<file path="src/logic/spq_defs.svh">
// register map, field positions, reset values and divider constants
`ifndef SPQ_DEFS_SVH
`define SPQ_DEFS_SVH
// register word addresses on the plain register port
`define SPQ_ADDR_STAT 2'h0
`define SPQ_ADDR_CON1 2'h1
`define SPQ_ADDR_CON2 2'h2
`define SPQ_ADDR_DATA 2'h3
// port_status_control fields
`define SPQ_ST_ON 15
`define SPQ_ST_IDLE 13
`define SPQ_ST_SHE 7
`define SPQ_ST_OVR 6
`define SPQ_ST_RXE 5
`define SPQ_ST_SEL_HI 4
`define SPQ_ST_SEL_LO 2
`define SPQ_ST_TXF 1
`define SPQ_ST_RXF 0
// port_control_one fields
`define SPQ_C1_CLKOFF 12
`define SPQ_C1_DOOFF 11
`define SPQ_C1_WIDTH 10
`define SPQ_C1_SMP 9
`define SPQ_C1_EDGE 8
`define SPQ_C1_SELECT_PIN_USE 7
`define SPQ_C1_IDLE 6
`define SPQ_C1_MST 5
`define SPQ_C1_FINE_HI 4
`define SPQ_C1_FINE_LO 2
`define SPQ_C1_COARSE_HI 1
`define SPQ_C1_COARSE_LO 0
`define SPQ_C1_MASK 16'h1FFF
// port_control_two fields
`define SPQ_C2_FRM 15
`define SPQ_C2_FSD 14
`define SPQ_C2_FPOL 13
`define SPQ_C2_FALIGN 1
`define SPQ_C2_QMODE 0
`define SPQ_C2_MASK 16'hE003
// reset values
`define SPQ_REG_RESET 16'h0000
`define SPQ_PIN_RESET 3'h1
// queue depth in enhanced mode
`define SPQ_DEPTH 8
// divider ratios
`define SPQ_COARSE_11 10'h001
`define SPQ_COARSE_10 10'h004
`define SPQ_COARSE_01 10'h010
`define SPQ_COARSE_00 10'h040
`define SPQ_FINE_BASE 4'h8
`define SPQ_MIN_PERIOD 10'h002
`define SPQ_COUNT_MAX 3'h7
`endif

</file>
<file path="src/logic/spq_pkg.sv">
// types shared by the serial port design
package spq_pkg;
   // master sequencer, one-hot
   typedef enum logic [2:0] {
      spq_st_idle = 3'b001,
      spq_st_lead = 3'b010,
      spq_st_bits = 3'b100
   } spq_state_t;
   // interrupt source selector codes
   typedef enum logic [2:0] {
      spq_irq_rx_empty = 3'h0,
      spq_irq_rx_avail = 3'h1,
      spq_irq_rx_3q = 3'h2,
      spq_irq_rx_full = 3'h3,
      spq_irq_tx_slot = 3'h4,
      spq_irq_tx_done = 3'h5,
      spq_irq_tx_empty = 3'h6,
      spq_irq_tx_full = 3'h7
   } spq_irq_sel_t;
   // raw pin levels coming in
   typedef struct packed {
      logic shift_clock_pin;
      logic data_in_pin;
      logic select_sync_pin;
   } spq_pins_in_t;
   // pin levels and enables going out
   typedef struct packed {
      logic shift_clock_pin;
      logic shift_clock_oe;
      logic data_out_pin;
      logic data_out_oe;
      logic select_sync_pin;
      logic select_sync_oe;
   } spq_pins_out_t;
endpackage

</file>
<file path="src/logic/spq_port.sv">
// serial port with shift register, holding buffers or queues, and framing
// Operation
// module_on enables port and claims pins
// transfer_count shows pending or unread words
// shifter_empty high when shift register idle
// overrun sets on unread data, discards word
// receive_queue_empty high when queue empty
// selector codes 110, 101, 100 raise interrupt
// selector codes 011, 010 raise on fill
// standard transmit_full set on write, cleared on load
// enhanced transmit_full tracks last free slot
// standard receive_full set on word, cleared on read
// enhanced receive_full tracks last unread slot
// software keeps sample_phase clear as slave
// software clears clock edge bit when framed
// slave with clock edge set needs select
// software configures, clears overrun, then enables
// queue_mode set before enable selects queues
// master starts shifting on data window write
// fine divider divides by eight minus code
// coarse divider divides by 1,4,16,64
// framing_on turns select into frame sync
// sync direction and level bits obeyed
// sync alignment places pulse with or before
// eight-deep queues, single buffer in standard
// three-pin and two-pin operation supported
// word_width picks 16 or 8 bits
// shift clock is clock over divider product; a product of one runs as two
//
// Implementation choices: the register offsets and the strobed register port.
`timescale 1ns/1ps
`include "spq_defs.svh"
module spq_port #(
   parameter int DEPTH = `SPQ_DEPTH
) (
   input wire logic clk,
   input wire logic reset_n,
   input wire logic [1:0] reg_addr,
   input wire logic [15:0] reg_wdata,
   input wire logic reg_write,
   input wire logic reg_read,
   output logic [15:0] reg_rdata,
   input wire spq_pkg::spq_pins_in_t pins_in,
   output spq_pkg::spq_pins_out_t pins_out,
   output logic port_interrupt_flag
);
   localparam int CW = $clog2(DEPTH + 1); // queue count width
   localparam int PW = $clog2(DEPTH); // queue pointer width, depth 2^n
   // software-visible control
   logic module_on;
   logic idle_halt; // stored only; no idle request reaches this block
   logic receive_overrun;
   logic [2:0] interrupt_source_select;
   logic [15:0] con1;
   logic [15:0] con2;
   // pin synchronisers: bit 2 clock, bit 1 data in, bit 0 select
   logic [2:0] sync_a;
   logic [2:0] sync_b;
   logic [2:0] sync_c;
   logic [2:0] pin_level;
   logic sck_prev;
   // queues
   logic [15:0] tx_mem [DEPTH];
   logic [15:0] rx_mem [DEPTH];
   logic [PW-1:0] tx_rd, tx_wr, rx_rd, rx_wr;
   logic [CW-1:0] tx_count, rx_count, cap;
   // shifter
   spq_pkg::spq_state_t state;
   logic [9:0] div_cnt;
   logic [4:0] samp_cnt;
   logic [15:0] tx_sr, rx_sr, next_rx;
   logic tx_loaded; // a word sits in the shift register
   logic frame_act; // framed slave saw its sync pulse
   logic lvl_prev;
   // decoded control fields
   logic master, word16, cke, idle_lvl, framing, sync_in, sync_pol, align;
   logic queue_mode, sync_seen, selected, gate, lead_edge, trail_edge;
   logic [9:0] coarse_ratio, period, half;
   logic [3:0] fine_ratio;
   logic [4:0] last_bit;
   logic m_sample, s_sample, m_shift, s_shift, sample_pulse, shift_pulse;
   logic word_done, period_end, load_go, tx_push, rx_push, rx_pop, overrun_set;
   logic irq_event, irq_level, sync_drive;
   logic [CW-1:0] shown;
   assign master = con1[`SPQ_C1_MST];
   assign word16 = con1[`SPQ_C1_WIDTH];
   assign cke = con1[`SPQ_C1_EDGE];
   assign idle_lvl = con1[`SPQ_C1_IDLE];
   assign framing = con2[`SPQ_C2_FRM];
   assign sync_in = con2[`SPQ_C2_FSD];
   assign sync_pol = con2[`SPQ_C2_FPOL];
   assign align = con2[`SPQ_C2_FALIGN];
   assign queue_mode = con2[`SPQ_C2_QMODE];
   assign cap = queue_mode ? CW'(DEPTH) : CW'(1);
   assign last_bit = word16 ? 5'h0F : 5'h07;

   // shift clock period in system clocks: coarse times fine
   always_comb begin
      unique case (con1[`SPQ_C1_COARSE_HI:`SPQ_C1_COARSE_LO])
         2'h3: coarse_ratio = `SPQ_COARSE_11;
         2'h2: coarse_ratio = `SPQ_COARSE_10;
         2'h1: coarse_ratio = `SPQ_COARSE_01;
         2'h0: coarse_ratio = `SPQ_COARSE_00;
      endcase

      fine_ratio = `SPQ_FINE_BASE -
         {1'b0, con1[`SPQ_C1_FINE_HI:`SPQ_C1_FINE_LO]};
      period = 10'(coarse_ratio * {6'h00, fine_ratio});
      // 1:1 overall cannot make two edges; it runs as 2:1 instead
      if (period < `SPQ_MIN_PERIOD) begin
         period = `SPQ_MIN_PERIOD;
      end
      half = period >> 1;
   end

   // three-stage pin capture; a level counts once stages two and three agree
   always_ff @(posedge clk) begin
      if (!reset_n) begin
         sync_a <= `SPQ_PIN_RESET;
         sync_b <= `SPQ_PIN_RESET;
         sync_c <= `SPQ_PIN_RESET;
         pin_level <= `SPQ_PIN_RESET;
         sck_prev <= 1'b0;
      end else begin
         sync_a <= {pins_in.shift_clock_pin, pins_in.data_in_pin,
                    pins_in.select_sync_pin};
         sync_b <= sync_a;
         sync_c <= sync_b;
         pin_level <= (sync_c & ~(sync_b ^ sync_c)) |
                      (pin_level & (sync_b ^ sync_c));
         sck_prev <= pin_level[2];
      end
   end

   // slave edge and select decode
   always_comb begin
      lead_edge = (sck_prev == idle_lvl) && (pin_level[2] != idle_lvl);
      trail_edge = (sck_prev != idle_lvl) && (pin_level[2] == idle_lvl);
      sync_seen = (pin_level[0] == sync_pol);
      if (framing) begin
         selected = frame_act;
      end else if (con1[`SPQ_C1_SELECT_PIN_USE]) begin
         selected = !pin_level[0]; // active-low select
      end else begin
         selected = 1'b1; // three-pin slave, always listening
      end
      // edges under a preceding sync pulse belong to no bit
      gate = !framing || align || !sync_seen;
   end

   // sample and shift events for both roles
   always_comb begin
      period_end = (div_cnt == period - 10'h001);
      // master samples mid-bit, or at bit end with sample_phase set
      m_sample = (state == spq_pkg::spq_st_bits) &&
         (con1[`SPQ_C1_SMP] ? period_end : (div_cnt == half));
      m_shift = (state == spq_pkg::spq_st_bits) && (div_cnt == 10'h000) &&
         (samp_cnt != 5'h00);
      s_sample = module_on && !master && selected && gate &&
         (cke ? lead_edge : trail_edge);
      s_shift = module_on && !master && selected && gate &&
         (samp_cnt != 5'h00) && (cke ? trail_edge : lead_edge);
      sample_pulse = master ? m_sample : s_sample;
      shift_pulse = master ? m_shift : s_shift;
      next_rx = {rx_sr[14:0], pin_level[1]};
      word_done = sample_pulse && (samp_cnt == last_bit);
      // master picks up a queued word as soon as one is there
      load_go = module_on && !tx_loaded && (tx_count != '0) &&
         (master ? (state == spq_pkg::spq_st_idle) : (samp_cnt == 5'h00));
      tx_push = reg_write && (reg_addr == `SPQ_ADDR_DATA) &&
         (tx_count < cap);
      rx_push = word_done && (rx_count < cap);
      overrun_set = word_done && (rx_count >= cap);
      rx_pop = reg_read && (reg_addr == `SPQ_ADDR_DATA) && (rx_count != '0);
   end

   // control registers written by software
   always_ff @(posedge clk) begin
      if (!reset_n) begin
         module_on <= 1'b0;
         idle_halt <= 1'b0;
         interrupt_source_select <= 3'h0;
         con1 <= `SPQ_REG_RESET;
         con2 <= `SPQ_REG_RESET;
      end else if (reg_write) begin
         if (reg_addr == `SPQ_ADDR_STAT) begin
            module_on <= reg_wdata[`SPQ_ST_ON];
            idle_halt <= reg_wdata[`SPQ_ST_IDLE];
            interrupt_source_select <=
               reg_wdata[`SPQ_ST_SEL_HI:`SPQ_ST_SEL_LO];
         end
         if (reg_addr == `SPQ_ADDR_CON1) begin
            con1 <= reg_wdata & `SPQ_C1_MASK;
         end
         if (reg_addr == `SPQ_ADDR_CON2) begin
            con2 <= reg_wdata & `SPQ_C2_MASK;
         end
      end
   end

   // overrun flag: hardware set wins over a software clear
   always_ff @(posedge clk) begin
      if (!reset_n) begin
         receive_overrun <= 1'b0;
      end else if (overrun_set) begin
         receive_overrun <= 1'b1;
      end else if (reg_write && (reg_addr == `SPQ_ADDR_STAT) &&
                   !reg_wdata[`SPQ_ST_OVR]) begin
         receive_overrun <= 1'b0;
      end
   end

   // transmit queue; a single slot in standard mode
   always_ff @(posedge clk) begin
      if (!reset_n) begin
         tx_rd <= '0;
         tx_wr <= '0;
         tx_count <= '0;
      end else begin
         if (tx_push) begin
            tx_wr <= tx_wr + PW'(1);
         end
         if (load_go) begin
            tx_rd <= tx_rd + PW'(1);
         end
         // full sets on the filling write, clears on the load
         tx_count <= tx_count + CW'(tx_push) - CW'(load_go);
      end
   end

   // receive queue; a new word beyond capacity is dropped
   always_ff @(posedge clk) begin
      if (!reset_n) begin
         rx_rd <= '0;
         rx_wr <= '0;
         rx_count <= '0;
      end else begin
         if (rx_push) begin
            rx_wr <= rx_wr + PW'(1);
         end
         if (rx_pop) begin
            rx_rd <= rx_rd + PW'(1);
         end
         // full sets on the filling word, clears on a read
         rx_count <= rx_count + CW'(rx_push) - CW'(rx_pop);
      end
   end

   // queue storage; data only, so no reset is needed
   always_ff @(posedge clk) begin
      if (tx_push) begin
         tx_mem[tx_wr] <= reg_wdata;
      end
      if (rx_push) begin
         // 8-bit words sit in the low byte
         rx_mem[rx_wr] <= word16 ? next_rx : {8'h00, next_rx[7:0]};
      end
   end

   // master sequencer and bit timing
   always_ff @(posedge clk) begin
      if (!reset_n || !module_on || !master) begin
         state <= spq_pkg::spq_st_idle;
         div_cnt <= 10'h000;
      end else begin
         unique case (state)
            spq_pkg::spq_st_idle: begin
               div_cnt <= 10'h000;
               if (load_go) begin
                  // early sync needs one extra bit time
                  state <= (framing && !align) ? spq_pkg::spq_st_lead :
                                                 spq_pkg::spq_st_bits;
               end
            end
            spq_pkg::spq_st_lead: begin
               div_cnt <= period_end ? 10'h000 : div_cnt + 10'h001;
               if (period_end) begin
                  state <= spq_pkg::spq_st_bits;
               end
            end
            spq_pkg::spq_st_bits: begin
               div_cnt <= period_end ? 10'h000 : div_cnt + 10'h001;
               if (period_end && (word_done || !tx_loaded)) begin
                  state <= spq_pkg::spq_st_idle;
               end
            end
         endcase
      end
   end

   // shift registers, bit count and slave frame tracking
   always_ff @(posedge clk) begin
      if (!reset_n || !module_on) begin
         tx_sr <= 16'h0000;
         rx_sr <= 16'h0000;
         samp_cnt <= 5'h00;
         tx_loaded <= 1'b0;
         frame_act <= 1'b0;
      end else begin
         if (load_go) begin
            tx_sr <= tx_mem[tx_rd];
            tx_loaded <= 1'b1;
         end else if (shift_pulse) begin
            tx_sr <= {tx_sr[14:0], 1'b0};
         end
         if (word_done) begin
            tx_loaded <= 1'b0;
            samp_cnt <= 5'h00;
            rx_sr <= 16'h0000;
         end else if (sample_pulse) begin
            samp_cnt <= samp_cnt + 5'h01;
            rx_sr <= next_rx;
         end else if (!master && !framing && !selected) begin
            samp_cnt <= 5'h00; // select released mid-word: abort it
         end
         // framed slave waits for its sync pulse
         if (word_done) begin
            frame_act <= 1'b0;
         end else if (framing && !master && sync_in && sync_seen &&
                      samp_cnt == 5'h00) begin
            frame_act <= 1'b1;
         end
      end
   end

   // pin drive; everything released while the port is off
   always_comb begin
      sync_drive = (state == spq_pkg::spq_st_lead) ||
         (align && state == spq_pkg::spq_st_bits && samp_cnt == 5'h00);
      pins_out.shift_clock_pin = idle_lvl;
      if (state == spq_pkg::spq_st_bits) begin
         pins_out.shift_clock_pin = idle_lvl ^
            (cke ? (div_cnt >= half) : (div_cnt < half));
      end
      pins_out.shift_clock_oe = module_on && master &&
         !con1[`SPQ_C1_CLKOFF];
      pins_out.data_out_pin = word16 ? tx_sr[15] : tx_sr[7];
      pins_out.data_out_oe = module_on && !con1[`SPQ_C1_DOOFF];
      pins_out.select_sync_pin = sync_drive ? sync_pol : !sync_pol;
      pins_out.select_sync_oe = module_on && framing && !sync_in;
   end

   // interrupt source: events pass straight, levels on their rising edge
   always_comb begin
      irq_event = 1'b0;
      irq_level = 1'b0;
      if (!queue_mode) begin
         irq_event = word_done;
      end else begin
         unique case (spq_pkg::spq_irq_sel_t'(interrupt_source_select))
            spq_pkg::spq_irq_tx_full: irq_level = (tx_count >= cap);

            spq_pkg::spq_irq_tx_empty:
               irq_event = load_go && (tx_count == CW'(1));
            spq_pkg::spq_irq_tx_done: irq_event = word_done;
            spq_pkg::spq_irq_tx_slot:
               irq_event = load_go && (tx_count == cap);

            spq_pkg::spq_irq_rx_full: irq_level = (rx_count >= cap);
            spq_pkg::spq_irq_rx_3q:
               irq_level = ({rx_count, 2'b00} >= {1'b0, cap, 1'b0} +
                            {2'b00, cap});
            spq_pkg::spq_irq_rx_avail: irq_level = (rx_count != '0);
            spq_pkg::spq_irq_rx_empty: irq_level = (rx_count == '0);
         endcase
      end
   end

   // interrupt flag is a one-cycle pulse
   always_ff @(posedge clk) begin
      if (!reset_n) begin
         lvl_prev <= 1'b0;
         port_interrupt_flag <= 1'b0;
      end else begin
         lvl_prev <= irq_level;
         port_interrupt_flag <= module_on &&
            (irq_event || (irq_level && !lvl_prev));
      end
   end

   // count shown: pending as master, unread as slave, saturated at 7
   assign shown = master ? tx_count : rx_count;

   // read data stands only in the cycle after the read strobe
   always_ff @(posedge clk) begin
      if (!reset_n || !reg_read) begin
         reg_rdata <= 16'h0000;
      end else begin
         unique case (reg_addr)
            `SPQ_ADDR_STAT: begin
               reg_rdata <= 16'h0000;
               reg_rdata[`SPQ_ST_ON] <= module_on;
               reg_rdata[`SPQ_ST_IDLE] <= idle_halt;
               reg_rdata[10:8] <= (shown > CW'(`SPQ_COUNT_MAX)) ?
                  `SPQ_COUNT_MAX : shown[2:0];
               reg_rdata[`SPQ_ST_SHE] <= !tx_loaded &&
                  state == spq_pkg::spq_st_idle && samp_cnt == 5'h00;
               reg_rdata[`SPQ_ST_OVR] <= receive_overrun;
               reg_rdata[`SPQ_ST_RXE] <= (rx_count == '0);
               reg_rdata[`SPQ_ST_SEL_HI:`SPQ_ST_SEL_LO] <=
                  interrupt_source_select;
               reg_rdata[`SPQ_ST_TXF] <= (tx_count >= cap);
               reg_rdata[`SPQ_ST_RXF] <= (rx_count >= cap);
            end
            `SPQ_ADDR_CON1: reg_rdata <= con1;
            `SPQ_ADDR_CON2: reg_rdata <= con2;
            `SPQ_ADDR_DATA: begin
               reg_rdata <= (rx_count != '0) ? rx_mem[rx_rd] : 16'h0000;
            end
         endcase
      end
   end
endmodule

</file>
<file path="config.mk">
export PLATFORM = sky130hd
export DESIGN_NAME = spq_port
export DESIGN_NICKNAME = d
export VERILOG_FILES = /design/src/logic/spq_pkg.sv /design/src/logic/spq_port.sv
export VERILOG_INCLUDE_DIRS = /design/src /design/src/logic
export SDC_FILE = /design/constraint.sdc
export NUM_CORES = 1
export LEC_CHECK = 0
export ABC_AREA = 0
export BUFFER_PORTS_ARGS = -buffer_cell sky130_fd_sc_hd__buf_2
export CAP_MARGIN = 0
export CORE_MARGIN = 10
export CORE_UTILIZATION = 55
export DETAILED_ROUTE_END_ITERATION = 10
export GPL_ROUTABILITY_DRIVEN = 0
export PLACE_DENSITY = 0.72
export SYNTH_ARGS = -nofsm -noshare
export SYNTH_HDL_FRONTEND = slang
export SYNTH_SLANG_ARGS = --single-unit
</file>
<file path="constraint.sdc">
create_clock -name clk -period 16.25 [get_ports clk]
set_input_delay 2.4375 -clock clk [delete_from_list [all_inputs] [get_ports clk]]
set_output_delay 2.4375 -clock clk [all_outputs]
set_load 0.1 [all_outputs]
</file>
* Yosys cells after proc, flatten, opt, wreduce, memory -nomap -nowiden
Memory sizes are Yosys's and may differ from the RTL's. A register that Yosys moved wholly into a read port is not among the register bits.
Cells that the tools add are included.
** Operators by class
- Equality and inequality tests :: 29
- $mul :: 1
- Muxes and demuxes :: 46
- Magnitude comparators :: 9
- Reduce and logical (&&, ||, !) cells :: 86
- Bitwise operators :: 6
- Add/sub/neg operators :: 13
** Operator list (number)
- $mux 16 :: 4
- $pmux 16 s4 :: 1
- $logic_and 1x1->1 :: 44
- $pmux 10 s4 :: 1
- $mux 3 :: 9
- $mux 1 :: 20
- $mux 10 :: 2
- $pmux 10 s2 :: 1
- $logic_not 1->1 :: 16
- $eq 3x3->1 const B :: 5
- $add 3x1->3 const B :: 4
- $mux 4 :: 3
- $add 10x1->10 const B :: 1
- $eq 10x10->1 :: 1
- $eq 10x9->1 :: 1
- $ge 10x9->1 :: 1
- $logic_not 10->1 :: 1
- $lt 10x2->1 const B :: 1
- $lt 10x9->1 :: 1
- $mul 10x4->10 :: 1
- $mux 5 :: 2
- $sub 10x1->10 const B :: 1
- $eq 3x2->1 const B :: 3
- $pmux 3 s3 :: 1
- 36 further kinds :: 65
** Word-level totals
- Memories :: 2
- Memory bits (writable) :: 256
- Logic and storage cells :: 219
- Bits in registers :: 126
** Memories
- rx_mem :: words 8, bits a word 16, rd ports 1, clocked after memory_dff 1, wr ports 1, RTL line spq_port.sv:64 : logic [15:0] rx_mem [DEPTH];
- tx_mem :: words 8, bits a word 16, rd ports 1, clocked after memory_dff 1, wr ports 1, RTL line spq_port.sv:63 : logic [15:0] tx_mem [DEPTH];

* Depth between registers and ports, before layout
Gate-level depths: netlist of run 1.
- Depth in word-level cells :: 15
- Mapped depth :: 31
- Depth with buffers taken out :: 30

* Worst setup path before layout of run 1
Ideal clock, no wire load.
- Path type :: flip-flop to output port
- From :: register con1[2]
- To :: output pins_out[5] (netlist name)
- Required time :: 13812 ps
- Setup slack :: 8109 ps
- Data arrival time :: 5704 ps
- Stages on the path, launching flop included :: 24
- Buffers on the path :: 0
- Cells stage by stage :: dfxtp_1 inv_1 ha_1 and3_1 ha_1 inv_1 fa_1 inv_1 ha_1 a21o_1 a22o_4 xnor3_2 and3_1 nor2_1 inv_1 ha_1 inv_1 a21oi_1 nor2_1 nor2_1 a21oi_1 a2111oi_0 o211ai_1 xnor2_1
** RTL lines
- from (decl) :: RTL line spq_port.sv:54 : logic [15:0] con1;
- from (signal assigned) :: RTL line spq_port.sv:183 : con1 <= `SPQ_REG_RESET;
- from (signal assigned) :: RTL line spq_port.sv:193 : con1 <= reg_wdata & `SPQ_C1_MASK;
- to (decl) :: RTL line spq_port.sv:44 : output spq_pkg::spq_pins_out_t pins_out,

==> flow_metrics.env, run 1 <==
export IMPL_cts_htree_levels=2
export IMPL_synth_area_um2=16700
export IMPL_io_pins=48
export IMPL_synth_edf_count=256
export IMPL_critical_path_class="reg -> out"
export IMPL_drtAntennaViolNets=0
export IMPL_ir_worst_vdd_mv=0.107
export IMPL_hold_class="reg -> reg"
export IMPL_via_per_inst=6.06
export IMPL_synth_largest_area_cell="edfxtp_1"
export IMPL_yosys_area_share_simple_pct=11.3
export IMPL_min_period_ps=8260
export IMPL_area_growth_pct=12.2
export IMPL_synthesis_instances=1275
export IMPL_cp_required_ps=13810
export IMPL_place_hpwl_um=24400
export IMPL_tightestPinTransition_ps=996
export IMPL_fin_crit_sh_pct=50.8
export IMPL_synth_top_family_by_area="simple AND/OR/NAND/NOR gates"
export IMPL_start_kind="flip-flop"
export IMPL_synth_compound_area_share_pct=6.95
export IMPL_die_h_um=194
export IMPL_dieWidth_um=194
export IMPL_setup_tns_ps=0
export IMPL_synthAdderAreaFrac_pct=3.77
export IMPL_clockBufferDepth=3
export IMPL_rows=63
export IMPL_cts_resized=0
export IMPL_cp_max_fo=7
export IMPL_drive_gt1_share_pct=17.4
export IMPL_power_leakage_nw=6.08
export IMPL_initial_core_util_pct=56.2
export IMPL_grt_pass1_vias=10600
export IMPL_drt_wl_total_um=37500
export IMPL_synthArstFlopShare_pct=0
export IMPL_grt_max_degree=46
export IMPL_cts_sinks=388
export IMPL_rsz0062_at_grt="no"
export IMPL_worstPathArrival_ps=5820
export IMPL_vias=10600
export IMPL_clock_skew_ps=26.7
export IMPL_cts_clk_slew_worst_paths_ps=60
export IMPL_io_buffers=47
export IMPL_yosysSeqAreaShare_pct=61.7
export IMPL_wl_per_cell_um=21.5
export IMPL_p_per_area_nw_per_um2=115
export IMPL_place_area_um2=17500
export IMPL_ys_warn_count=0
export IMPL_synth_area_mux_share_pct=11.1
export IMPL_fmax_ghz=0.121
export IMPL_cp_end_kind="output pin"
export IMPL_cts_root_buf="clkbuf_16"
export IMPL_postLayoutCellArea_um2=18800
export IMPL_timing_final_hold_violations=0
export IMPL_maxSlewViolCount=0
export IMPL_clk_latency_ps=530
export IMPL_layout_common_cells="256 x edfxtp_1, 130 x dfxtp_1, 118 x nor2_1, 105 x a21oi_1, 97 x nand2_1"
export IMPL_die_area_um2=37800
export IMPL_synth_area_per_cell_um2=13.1
export IMPL_r2r_setup_slack_ps=8680
export IMPL_maxCapViolations=0
export IMPL_status="finished, final reports clean"
export IMPL_yosysUniqueCellTypes=76
export IMPL_synth_xor_area_share_pct=2.45
export IMPL_hold_buffers=0
export IMPL_synth_top_area_share_pct=45.9
export IMPL_drtIter0Drc=907
export IMPL_place_worst_setup_slack_ps=8600
export IMPL_grt_pass1_wl_um=60000
export IMPL_globalRoute_totalOverflow=0
export IMPL_cts_setup_buffers=0
export IMPL_slew_headroom_pct=33.4
export IMPL_setup_viol=0
export IMPL_grt_use_total_pct=19.7
export IMPL_grt_antenna_before_repair=2
export IMPL_layout_nets=1394
export IMPL_setup_ws_ps=7990
export IMPL_dr_pass1_iters=5
export IMPL_ys_seq_elements=388
export IMPL_synthTopCellsByArea="edfxtp_1 46%, dfxtp_1 16%, mux4_2 8.6%"
export IMPL_cts_tree="built"
export IMPL_cts_buffers=40
export IMPL_drc=0
export IMPL_nFillCells=2270
export IMPL_mostFrequentLayoutCell="edfxtp_1"
export IMPL_synth_ff_type="edfxtp_1"
export IMPL_core_um2=29800
export IMPL_synth_nets=1348
==> final cells by class <==
class / count / area [um2] / share of cell area (%)
Antenna cell: 2 / 5.00 / 0.0267
Clock buffer: 60 / 1140 / 6.05
Clock inverter: 13 / 183 / 0.973
Inverter: 47 / 178 / 0.946
Multi-Input combinational cell: 771 / 6030 / 32.1
Sequential cell: 388 / 10300 / 55.0
Tap cell: 390 / 488 / 2.60
Timing Repair Buffer: 73 / 430 / 2.29
==> through the flow <==
step           util [%]  power (mW)  hold slack (ps)  cells
3_3_place_gp       58.6        1.26              402   1669
2_1_floorplan         -        1.22              386   1275
4_1_cts            63.0        2.17              422   1742
5_1_grt            63.0        2.23              453   1743
6_report           63.0        2.16              418   1744
3_5_place_dp       58.6        1.27              414   1669
==> worst max-delay path: stages (launching register included) <==
cell and delay, ps:
dfxtp_1 430, inv_1 130, ha_1 390, and3_1 180, ha_1 140, inv_1 50, fa_1 530, inv_1 50
ha_1 280, a21o_1 240, a32oi_2 360, o311a_2 320, and3_1 190, nor2_1 70, inv_1 60, ha_1 130
inv_1 40, a21oi_1 110, nor2_1 50, nor2_1 80, a21oi_1 70, a2111oi_0 540, nand3b_1 130, o211ai_1 140
xnor2_1 140, buf_2 450
==> power by group <==
group | leakage [nW] | total [mW] | switching, mW | internal (mW)
logic | 2.27 | 0.178 | 0.113 | 0.0646
clock network | 0.646 | 0.910 | 0.361 | 0.549
registers | 3.16 | 1.07 | 0.0118 | 1.06
total | 6.08 | 2.16 | 0.486 | 1.67
==> flip-flops by register name (all words and copies together), names as in the netlist, 4 cells and up, named ones only <==
signal	count
tx_mem	128
reg_rdata	16
tx_count	4
con1	13
rx_count	4
div_cnt	10
rx_mem	128
con2	5
rx_sr	15
samp_cnt	5
tx_sr	16
==> routing by layer <==
layer	wire length (um)	global-route usage, %	part of all wire (%)
met5	0	0	0
met4	913	5.82	2.4
met3	2670	3.03	7.1
met2	17800	31.3	47
met1	16100	27.6	43
==> synthesized netlist by cell type, drive strengths merged (4+ instances only) <==
cell	number
fa	4
clkbuf	52
nand2	97
nor2b	8
xor2	16
edfxtp	256
dfxtp	132
a211oi	6
buf	17
nor2	118
ha	44
a21o	6
inv	46
a21oi	105
xnor2	28
and3	6
nor4	4
mux4	64
mux2	6
nand3b	4
nand4b	5
and2	24
a31oi	6
nand3	53
mux2i	35
or4	4
nand4	9
o21ai	16
a221oi	4
o22a	7
nor3	26
nand2b	10
o211ai	6
nor3b	5
==> path summary, 6_finish.rpt <==
check | cells past startpoint | start | to
setup reg to reg | 24 | con1[2] | rx_mem[0][0]
hold reg to reg | 1 | sync_a[0] | sync_b[0]
setup / recovery | 25 | con1[2] | pins_out[5]
hold / removal | 1 | sync_a[0] | sync_b[0]
==> kinds of logic (layout without fill, tap and decap cells) <==
logic type               Yosys count  count (layout)
AND/OR/NAND/NOR                  389             389
adder cells (fa/ha/maj)           48              48
multiplexers                     105             105
AO/OA/AOI/OAI                    184             184
buffers and inverters            116             193
XOR/XNOR                          45              45
flip-flops                       388             388
other                              0               2
No activity file was read; power rests on OpenSTA's default activity.
==> run 2, diff against run 1 <==
Settings changed: ABC_AREA 0 to 1, PLACE_DENSITY 0.72 to 0.75.
Clock period 16.25 ns to 7.15 ns, I/O delays scaled along.
==> run 2 against run 1 <==
Against the previous run:
- clock power rose by 130%
- global-route usage rose by 1.9 points
- area after synthesis fell by 0.54%
- via count rose by 16%
- first-iteration DRC count rose by 45%
- register-to-register slack got worse by 7500 ps
- hold slack got worse by 6.1 ps
- flip-flop and latch count did not move
- core utilization barely moved
- count of clock-buffer cells in the layout fell by 6
- routed wire length rose by 12%
- critical endpoint unchanged
==> flow_metrics.env, run 2 <==
export IMPL_status="finished, final reports clean"
export IMPL_mostFrequentLayoutCell="edfxtp_1"
export IMPL_place_hpwl_um=26600
export IMPL_cts_resized=0
export IMPL_cts_setup_buffers=0
export IMPL_rsz0062_at_grt="no"
export IMPL_synthesis_instances=1606
export IMPL_regArea_um2=10300
export IMPL_io_buffers=47
export IMPL_synth_nets=1679
export IMPL_ir_worst_vdd_mv=0.246
export IMPL_synth_xor_area_share_pct=1.21
export IMPL_synth_largest_area_cell="edfxtp_1"
export IMPL_cts_tree="built"
export IMPL_wl_per_cell_um=20.2
export IMPL_layout_common_cells="256 x edfxtp_1, 215 x nor2_1, 183 x nand2_1, 161 x o21ai_0, 136 x inv_1"
export IMPL_ys_warn_count=0
export IMPL_drtIter0Drc=1311
export IMPL_die_area_um2=37600
export IMPL_dieWidth_um=194
export IMPL_initial_core_util_pct=56.0
export IMPL_synth_top_area_share_pct=46.2
export IMPL_clockBufferDepth=3
export IMPL_grt_use_total_pct=21.6
export IMPL_clock_skew_ps=19.5
export IMPL_synth_compound_area_share_pct=12.5
export IMPL_synth_area_per_cell_um2=10.4
export IMPL_fin_crit_sh_pct=84.4
export IMPL_setup_viol=0
export IMPL_cts_clk_slew_worst_paths_ps=60
export IMPL_synth_common_cells="256 x edfxtp_1, 215 x nor2_1, 183 x nand2_1"
export IMPL_setup_tns_ps=0
export IMPL_layout_nets=1726
export IMPL_yosys_area_share_simple_pct=13.9
export IMPL_cp_end_kind="output pin"
export IMPL_yosysUniqueCellTypes=47
export IMPL_io_pins=48
export IMPL_crit_buf_inv=7
export IMPL_via_per_inst=5.90
export IMPL_hold_buffers=0
export IMPL_nFillCells=2278
export IMPL_multi_input_comb_area_um2=5580
export IMPL_worstPathArrival_ps=4960
export IMPL_synthAdderAreaFrac_pct=3.79
export IMPL_cts_htree_levels=2
export IMPL_synth_area_mux_share_pct=1.68
export IMPL_rows=63
export IMPL_grt_antenna_before_repair=0
export IMPL_stdcell_count=2075
export IMPL_placedCellCount=2001
export IMPL_grt_pass1_vias=11900
export IMPL_p_per_area_nw_per_um2=274
export IMPL_yosys_cell_count_top_type="edfxtp_1"
export IMPL_area_growth_pct=12.5
export IMPL_slowest_stage="fa_1"
export IMPL_start_kind="flip-flop"
export IMPL_globalRoute_totalOverflow=0
export IMPL_drtAntennaViolNets=0
export IMPL_yosysSeqAreaShare_pct=62.1
export IMPL_vias=12200
export IMPL_synth_ff_type="edfxtp_1"
export IMPL_cp_required_ps=6080
export IMPL_clk_latency_ps=540
export IMPL_timing_final_hold_violations=0
export IMPL_setup_ws_ps=1110
export IMPL_fmax_ghz=0.166
export IMPL_cts_sinks=388
export IMPL_critical_path_class="reg -> out"
export IMPL_antennaDiodeCount=0
export IMPL_synthTopCellsByArea="edfxtp_1 46%, dfxtp_1 16%, nor2_1 4.8%"
export IMPL_dr_pass1_iters=6
export IMPL_synth_top_family_by_area="simple AND/OR/NAND/NOR gates"
export IMPL_min_period_ps=6040
export IMPL_place_worst_setup_slack_ps=1260
export IMPL_max_stage_delay_ps=540
export IMPL_synth_area_um2=16600
export IMPL_ys_seq_elements=388
export IMPL_tightestPinTransition_ps=1120
export IMPL_die_h_um=194
export IMPL_maxCapViolations=0
export IMPL_synthArstFlopShare_pct=0
export IMPL_synth_edf_count=256
export IMPL_slew_headroom_pct=25.2
export IMPL_crit_family="adder cells"
export IMPL_grt_pass1_wl_um=66200
export IMPL_cts_root_buf="clkbuf_16"
export IMPL_reg_top3="rx_mem x128, tx_mem x128"
export IMPL_hold_class="reg -> reg"
export IMPL_cts_buffers=40
export IMPL_cp_max_fo=6
export IMPL_grt_max_degree=66
export IMPL_core_um2=29700
export IMPL_drc=0
export IMPL_maxSlewViolCount=0
export IMPL_drive_gt1_share_pct=10.9
export IMPL_power_leakage_nw=6.79
export IMPL_drt_wl_total_um=41900
run 2: cell count changes after synthesis, moves of 24 or more:
cell / previous run / this run
and2_1: 24 / 0
inv_1: 45 / 136
mux4_2: 64 / 0
nand2_1: 97 / 183
nor2_1: 118 / 215
o21ai_0: 16 / 161
o221ai_1: 0 / 28
o22ai_1: 2 / 31
xnor2_1: 28 / 4
run 2: report_power, final:
group	leakage [nW]	internal [mW]	switching, mW	total, mW
Sequential	3.29	2.42	0.0286	2.44
Clock	0.661	1.25	0.862	2.11
Combinational	2.84	0.169	0.399	0.568
Total	6.79	3.83	1.29	5.12
run 2: path summary, 6_finish.rpt:
path | startpoint | end | slack [ps] | cells after the start
worst max-delay path | con1[2] | pins_out[5] | 1110 | 29
worst min-delay path | sync_a[1] | sync_b[1] | 410 | 2
worst max register to register | con1[2] | rx_count[2] | 1160 | 39
worst min register to register | sync_a[1] | sync_b[1] | 410 | 2
run 2: final cells by class:
cell class / count / area share (%)
sequential: 388 / 55.2
multi-input combinational: 1006 / 29.8
clock buffer: 54 / 5.95
inverter: 142 / 2.85
tap: 390 / 2.61
timing repair buffer: 75 / 2.38
clock inverter: 20 / 1.26
run 2: per-stage QoR:
stage	cell area, um2	total power, mW	utilization, %	hold WS (ps)
6_report	18700	5.12	63.0	412
5_1_grt	18700	5.30	63.0	430
3_3_place_gp	17400	3.03	58.5	394
2_1_floorplan	16600	2.89	-	390
3_5_place_dp	17400	3.05	58.5	401
4_1_cts	18700	5.14	63.0	416
run 2: cells by family (layout without fill, tap and decap cells):
logic type | after synthesis | after routing
compound gates | 368 | 368
xor+xnor | 23 | 23
fa+ha+maj | 48 | 48
buf+inv | 212 | 291
flops | 388 | 388
mux | 28 | 28
simple gates | 539 | 539
run 2: routing by layer:
metal,part of all wire [%],vias up,global-route usage [%]
li1,-,5741,-
met1,40,5853,28.2
met2,48,582,35.6
met3,9.2,73,4.25
met4,2.6,0,6.73
met5,0,-,0
run 2: worst reg2reg max path: cells and delay by family, from the launching register on:
kind          cells  cell delay, ps
xor+xnor          2             310
simple gates     20            2300
buf+inv           9             630
flops             1             420
fa+ha+maj         8            2150
